[src/rtl/acc_pkg.sv]
// constants for the analog comparator control block
// assumes a 32-bit ahb-lite slave with word-aligned registers
package acc_pkg;
  localparam logic [7:0] ADDR_CTRL    = 8'h08;
  localparam logic [7:0] ADDR_DIS     = 8'h14;
  localparam logic [7:0] ADDR_CONVB   = 8'h18;
  localparam logic [7:0] ADDR_CONVSEL = 8'h1c;
  localparam int B_POWER_OFF = 7;
  localparam int B_BANDGAP   = 6;
  localparam int B_RESULT    = 5;
  localparam int B_FLAG      = 4;
  localparam int B_IRQ_EN    = 3;
  localparam int B_MUX_EN    = 6;
  localparam int B_CONV_EN   = 7;
  localparam logic [1:0] EDGE_TOGGLE = 2'h0;
  localparam logic [1:0] EDGE_RSVD   = 2'h1;
  localparam logic [1:0] EDGE_FALL   = 2'h2;
  localparam logic [1:0] EDGE_RISE   = 2'h3;
  localparam logic [1:0] HTRANS_NONSEQ = 2'h2;
  localparam logic [2:0] HSIZE_WORD    = 3'h2;
  localparam logic [1:0] NEG_DEDICATED = 2'h0;
endpackage : acc_pkg

[src/rtl/acc_sync.sv]
// two flop synchroniser for a level
// assumes the input may change at any time relative to i_clk
`timescale 1ns/100ps
module acc_sync (
  input  wire logic i_clk,
  input  wire logic i_rst_n,
  input  wire logic i_async,
  output logic      o_sync
);
  logic meta;
  always_ff @(posedge i_clk or negedge i_rst_n) begin
    if (!i_rst_n) begin
      meta   <= 1'b0;
      o_sync <= 1'b0;
    end else begin
      meta   <= i_async;
      o_sync <= meta;
    end
  end
endmodule : acc_sync

[src/rtl/acc_top.sv]
// analog comparator control: input select, result sync, edge flag
// assumes ahb-lite master; analog comparator core sits outside
//
// Summary of operation
// - borrow on, converter off: channel picks pin
// - otherwise negative input is dedicated pin
// - bandgap select replaces positive pin input
// - result one when positive exceeds negative
// - result is synchronised, lags one-two cycles
// - flag sets on selected synchronised edge
// - flag clears on vector or written one
// - request needs flag, enable, global enable
// - mode codes: toggle, reserved, fall, rise
// - power off bit powers comparator down
// - control bit two always reads zero
// - input disable bits turn off buffers
// - disabled pin reads zero in port
// - converter enable bit blocks mux borrow
`timescale 1ns/100ps
module acc_top (
  input  wire logic        i_clk,
  input  wire logic        i_rst_n,
  input  wire logic        i_hsel,
  input  wire logic [31:0] i_haddr,
  input  wire logic [1:0]  i_htrans,
  input  wire logic        i_hwrite,
  input  wire logic [2:0]  i_hsize,
  input  wire logic [31:0] i_hwdata,
  input  wire logic        i_hready,
  output logic      [31:0] o_hrdata,
  output logic             o_hreadyout,
  output logic             o_hresp,
  input  wire logic        i_cmp_raw,
  input  wire logic        i_global_irq_en,
  input  wire logic        i_vector_taken,
  input  wire logic [1:0]  i_pin_raw,
  output logic             o_irq_req,
  output logic             o_cmp_power_off,
  output logic             o_bandgap_select,
  output logic      [2:0]  o_neg_input_sel,
  output logic      [1:0]  o_buffer_off,
  output logic      [1:0]  o_pin_read
);
  // control register fields
  logic       cmp_power_off;
  logic       bandgap_select;
  logic       cmp_event_flag;
  logic       cmp_irq_enable;
  logic [1:0] edge_mode_select;
  logic [1:0] input_disable;
  logic       mux_borrow_enable;
  logic       converter_enable;
  logic [1:0] channel_field;
  logic       cmp_result_sync;
  logic       result_prev;
  // bus data phase capture
  logic       dp_write;
  logic       dp_read;
  logic [7:0] dp_addr;

  wire addr_phase = i_hsel && i_hready && (i_htrans == acc_pkg::HTRANS_NONSEQ);

  // comparator output goes through two flops before use
  acc_sync u_sync (
    .i_clk   (i_clk),
    .i_rst_n (i_rst_n),
    .i_async (i_cmp_raw),
    .o_sync  (cmp_result_sync)
  );

  wire rise_seen = cmp_result_sync && !result_prev;
  wire fall_seen = !cmp_result_sync && result_prev;
  wire edge_hit =
    (edge_mode_select == acc_pkg::EDGE_TOGGLE && (rise_seen || fall_seen)) ||
    (edge_mode_select == acc_pkg::EDGE_FALL && fall_seen) ||
    (edge_mode_select == acc_pkg::EDGE_RISE && rise_seen);

  wire wr_ctrl  = dp_write && dp_addr == acc_pkg::ADDR_CTRL;
  wire wr_dis   = dp_write && dp_addr == acc_pkg::ADDR_DIS;
  wire wr_convb = dp_write && dp_addr == acc_pkg::ADDR_CONVB;
  wire wr_csel  = dp_write && dp_addr == acc_pkg::ADDR_CONVSEL;
  wire flag_clr = i_vector_taken ||
                  (wr_ctrl && i_hwdata[acc_pkg::B_FLAG]);
  // a set in the clearing cycle wins so no event is lost
  wire next_flag = edge_hit ? 1'b1 : (flag_clr ? 1'b0 : cmp_event_flag);

  wire borrow = mux_borrow_enable && !converter_enable;
  wire [2:0] next_neg_sel = borrow ? {1'b1, channel_field}
                                   : {1'b0, acc_pkg::NEG_DEDICATED};

  wire [7:0] ctrl_rd = {cmp_power_off, bandgap_select, cmp_result_sync,
                        cmp_event_flag, cmp_irq_enable, 1'b0,
                        edge_mode_select};
  wire [7:0] rd_byte =
    (dp_addr == acc_pkg::ADDR_CTRL)    ? ctrl_rd :
    (dp_addr == acc_pkg::ADDR_DIS)     ? {6'h00, input_disable} :
    (dp_addr == acc_pkg::ADDR_CONVB)   ? {1'b0, mux_borrow_enable, 6'h00} :
    (dp_addr == acc_pkg::ADDR_CONVSEL) ? {converter_enable, 5'h00,
                                          channel_field} : 8'h00;

  always_ff @(posedge i_clk or negedge i_rst_n) begin
    if (!i_rst_n) begin
      dp_write <= 1'b0;
      dp_read  <= 1'b0;
      dp_addr  <= 8'h00;
    end else begin
      dp_write <= addr_phase && i_hwrite;
      dp_read  <= addr_phase && !i_hwrite;
      dp_addr  <= addr_phase ? i_haddr[7:0] : dp_addr;
    end
  end

  always_ff @(posedge i_clk or negedge i_rst_n) begin
    if (!i_rst_n) begin
      cmp_power_off    <= 1'b0;
      bandgap_select   <= 1'b0;
      cmp_irq_enable   <= 1'b0;
      edge_mode_select <= acc_pkg::EDGE_TOGGLE;
    end else if (wr_ctrl) begin
      cmp_power_off    <= i_hwdata[acc_pkg::B_POWER_OFF];
      bandgap_select   <= i_hwdata[acc_pkg::B_BANDGAP];
      cmp_irq_enable   <= i_hwdata[acc_pkg::B_IRQ_EN];
      edge_mode_select <= i_hwdata[1:0];
    end
  end

  always_ff @(posedge i_clk or negedge i_rst_n) begin
    if (!i_rst_n) begin
      input_disable     <= 2'h0;
      mux_borrow_enable <= 1'b0;
      converter_enable  <= 1'b0;
      channel_field     <= 2'h0;
    end else begin
      if (wr_dis) input_disable <= i_hwdata[1:0];
      if (wr_convb) mux_borrow_enable <= i_hwdata[acc_pkg::B_MUX_EN];
      if (wr_csel) begin
        converter_enable <= i_hwdata[acc_pkg::B_CONV_EN];
        channel_field    <= i_hwdata[1:0];
      end
    end
  end

  always_ff @(posedge i_clk or negedge i_rst_n) begin
    if (!i_rst_n) begin
      result_prev      <= 1'b0;
      cmp_event_flag   <= 1'b0;
      o_irq_req        <= 1'b0;
      o_cmp_power_off  <= 1'b0;
      o_bandgap_select <= 1'b0;
      o_neg_input_sel  <= 3'h0;
      o_buffer_off     <= 2'h0;
      o_pin_read       <= 2'h0;
      o_hrdata         <= 32'h0;
      o_hreadyout      <= 1'b1;
      o_hresp          <= 1'b0;
    end else begin
      result_prev      <= cmp_result_sync;
      cmp_event_flag   <= next_flag;
      o_irq_req        <= next_flag && cmp_irq_enable &&
                          i_global_irq_en;
      o_cmp_power_off  <= cmp_power_off;
      o_bandgap_select <= bandgap_select;
      o_neg_input_sel  <= next_neg_sel;
      o_buffer_off     <= input_disable;
      o_pin_read       <= i_pin_raw & ~input_disable;
      if (dp_read) o_hrdata <= {24'h0, rd_byte};
      // one wait state per read, so a write landing at the address edge
      // is already visible in the returned byte
      o_hreadyout      <= !(addr_phase && !i_hwrite);
      o_hresp          <= 1'b0;
    end
  end
endmodule : acc_top

[config.mk]
export PLATFORM = sky130hd
export DESIGN_NAME = acc_top
export DESIGN_NICKNAME = d
export VERILOG_FILES = /design/src/rtl/acc_pkg.sv /design/src/rtl/acc_sync.sv /design/src/rtl/acc_top.sv
export SDC_FILE = /design/constraint.sdc
export NUM_CORES = 1
export LEC_CHECK = 0
export BUFFER_PORTS_ARGS = -buffer_cell sky130_fd_sc_hd__buf_2
export CAP_MARGIN = 20
export CORE_ASPECT_RATIO = 1.25
export CORE_UTILIZATION = 42
export CTS_CLUSTER_DIAMETER = 200
export DETAILED_ROUTE_END_ITERATION = 8
export PLACE_DENSITY_LB_ADDON = 0.3
export SYNTH_ARGS = -nofsm -noshare
export SYNTH_HDL_FRONTEND = slang
export SYNTH_SLANG_ARGS = --single-unit
[constraint.sdc]
create_clock -name i_clk -period 1.8 [get_ports i_clk]
set_input_delay 0.36 -clock i_clk [delete_from_list [all_inputs] [get_ports i_clk]]
set_output_delay 0.36 -clock i_clk [all_outputs]
set_load 0.005 [all_outputs]
==> qor.yml <==
status:
  status: "complete, no violations"
grt:
  grt_use_met2_pct: 25.7
  met1_usage_pct: 18.2
  grt_max_degree: 23
  grtUsageMet3_pct: 5.06
  track_usage_pct: 15.5
  antenna_found_initial: 0
  first_global_vias: 1204
  globalRoute.totalOverflow: 0
  grt_first_pass_wirelength_mm: 5.40
  busiest_layer: "met2"
worst_setup_path:
  start_kind: "flop"
  end_kind: "flop"
  cp.required_ns: 1.98
  path_class: "flop to flop"
  path_max_fanout: 5
  cp_data_arrival_time_ns: 1.79
yosys:
  syn_avg_cell_area_um2: 13.5
  yosys_warnings: 0
  ys_seq_elements: 43
  synth.distinct_cells: 26
  yosys.area.top_type_share_pct: 55.9
  synth_largest_area_cell: "dfrtp_1"
  synth_seq_area_share_pct: 57.3
  synth_area_um2: 1880
  syn_inst: 139
  synthTopCellsByArea: "dfrtp_1 56%, mux2_2 13%, buf_4 10%"
sta:
  worst_slack_ns: 0.194
  layout_min_cycle_time_ns: 1.61
  rsz0062_at_grt: "false"
  final-hold-violation-count: 0
  tns_ns: 0
  period_share_pct: 89.2
  drv_slew: 0
  slew_headroom_pct: 66.0
  tightest_slew_ns: 0.509
  finClkSkew_ns: 0.00452
  finalSetupViolCount: 0
  timing.hold.ws_ns: 0.0264
  fmax_mhz: 623
job:
  cap_viol_max_count: 0
finish:
  fin_util_pct: 52.1
  final_nets: 272
  finalNonFillerCells: 248
  diodes: 0
  fin_area_um2: 2180
  drive_gt1_share_pct: 41.1
  fillers: 379
  area_growth_pct: 16.2
routing:
  first_iter_violations: 49
  drc: 0
  num_vias: 1151
  drtAntennaViolNets: 0
  vias_per_cell: 4.64
  routedWlPerCell_um: 13.0
  firstDrtPassIters: 4
  wirelength_mm: 3.23
power:
  clockPowerShare_pct: 29.7
  p_comb_share_pct: 13.2
  netSwitchingPower_mw: 0.504
  leakagePower_nw: 1.09
  peakVddDrop_uv: 553
  p_seq_share_pct: 57.0
  p_per_area_nw_per_um2: 895
  finalPower_mw: 1.95
  intPower_mw: 1.45
  switching_share_pct: 25.8
placed_design:
  hpwl_mm: 2.50
  io_buffer_count: 43
  place_ws_ns: 0.209
  globalplace.congestion: 0.775
  dp.cells: 240
  placed_cell_area_um2: 2100
floorplanning:
  fp.dieW_um: 61.9
  start_util_pct: 44.8
  core-area_um2: 4200
  dieArea_um2: 4750
  die-height_um: 76.8
  ios: 123
  std_cell_rows: 26
cts:
  clock_latency_ns: 0.29
  cts_setup_buffers: 0
  ctsLongestPathBuffers: 2
  cts-root-buf: "clkbuf_8"
  numClockSinks: 43
  cts_buffers: 5
  cts_max_level: 2
  holdBufCountCts: 0
  clk_pin_slew_ns: 0.08
  cts_tree: "yes"
  cts_resized: 0
worst_hold_path:
  hold_class: "input pin to async pin"
power groups by stage:
| stage | Sequential (mW) | Clock (mW) | Combinational [mW] |
|---|---|---|---|
| after floorplan | 1.12 | 0 | 0.193 |
| after global placement | 1.13 | 0 | 0.251 |
| after detailed placement | 1.13 | 0 | 0.259 |
| after CTS | 1.11 | 0.606 | 0.260 |
| after global routing | 1.13 | 0.652 | 0.293 |
| final | 1.11 | 0.581 | 0.258 |
worst max-delay path: stages, from the launching register on:
cell	delay, ns
dfrtp_1	0.43
nor4b_4	0.47
nand4_1	0.26
mux2_2	0.33
synth_stat cells:
cell type   n
inv_1       5
nor2b_1     6
nor2_1      4
buf_4      26
dfrtp_1    42
nand3_1     1
ha_1        2
and4b_1     1
nor3b_4     1
a41o_1      1
and2_1      3
nand3_2     1
mux2_2     22
o2bb2ai_1   2
a22o_1      1
a21oi_1     1
nand2_1     2
nor4b_4     1
conb_1      1
o31a_1      1
nand4_1     2
dfstp_2     1
nand4b_1    3
nand2b_1    2
a32o_1      5
a22oi_1     2
cell usage in the layout, fill, tap and decap left out, drive strengths merged:
master and n:
clkinv 1, a22oi 2, conb 26, and4b 1
o2bb2ai 2, a21oi 1, nand2b 2, inv 5
buf 46, clkbuf 6, nor2b 6, a22o 1
nand2 2, mux2 22, o31a 1, nor2 4
clkinvlp 1, nor4b 1, a32o 5, dfstp 1
a41o 1, and2 3, ha 2, nor3b 1
dfrtp 42, nand4b 3, nand4 2, nand3 2
path summary, 6_finish.rpt:
path | from | endpoint | slack [ns] | cells past startpoint
max | dp_addr[5]$_DFFE_PN0P_ | channel_field[0]$_DFFE_PN0P_ | 0.19 | 3
min in group i_clk | i_cmp_raw | u_sync.meta$_DFF_PN0_ | 0.17 | 1
max reg2reg | dp_addr[5]$_DFFE_PN0P_ | channel_field[0]$_DFFE_PN0P_ | 0.19 | 3
max in group asynchronous | i_rst_n | o_irq_req$_DFF_PN0_ | 1.28 | 2
min reg2reg | u_sync.meta$_DFF_PN0_ | u_sync.o_sync$_DFF_PN0_ | 0.35 | 0
min | i_rst_n | o_cmp_power_off$_DFF_PN0_ | 0.03 | 1
cell type report:
type	instances	area (um^2)	share of cell area, %
inverters	5	18.8	0.859
repair buffers	46	250	11.5
flip-flops and latches	43	1080	49.3
well taps	56	70.1	3.21
clock inverters	2	12.5	0.573
multi-input cells	90	683	31.3
clock buffers	6	72.6	3.32
state kept, by name, indices dropped and copies added (netlist names), 2 cells and up:
name and cells:
o_hrdata 7, edge_mode_select 2, dp_addr 8, o_pin_read 2, channel_field 2, o_buffer_off 2, input_disable 2, o_neg_input_sel 3
cell families (layout without fill, tap and decap cells):
kind of cell	after synthesis	count (layout)	synth area share, %
mux	22	22	13.2
buf+inv	31	59	11.4
fa+ha+maj	2	2	1.33
other cells	1	26	0.199
flops	43	43	57.3
simple gates	27	27	10.5
compound gates	13	13	6.12
metal layers:
layer  wire length, um  share of wire (%)  vias to the layer above
met5                 0                  0                        -
met4                51                1.6                        0
met3               203                6.3                        6
met2              1680                 52                       46
met1              1300                 40                      564
li1                  -                  -                      535
Power figures use the tool's default switching activity.
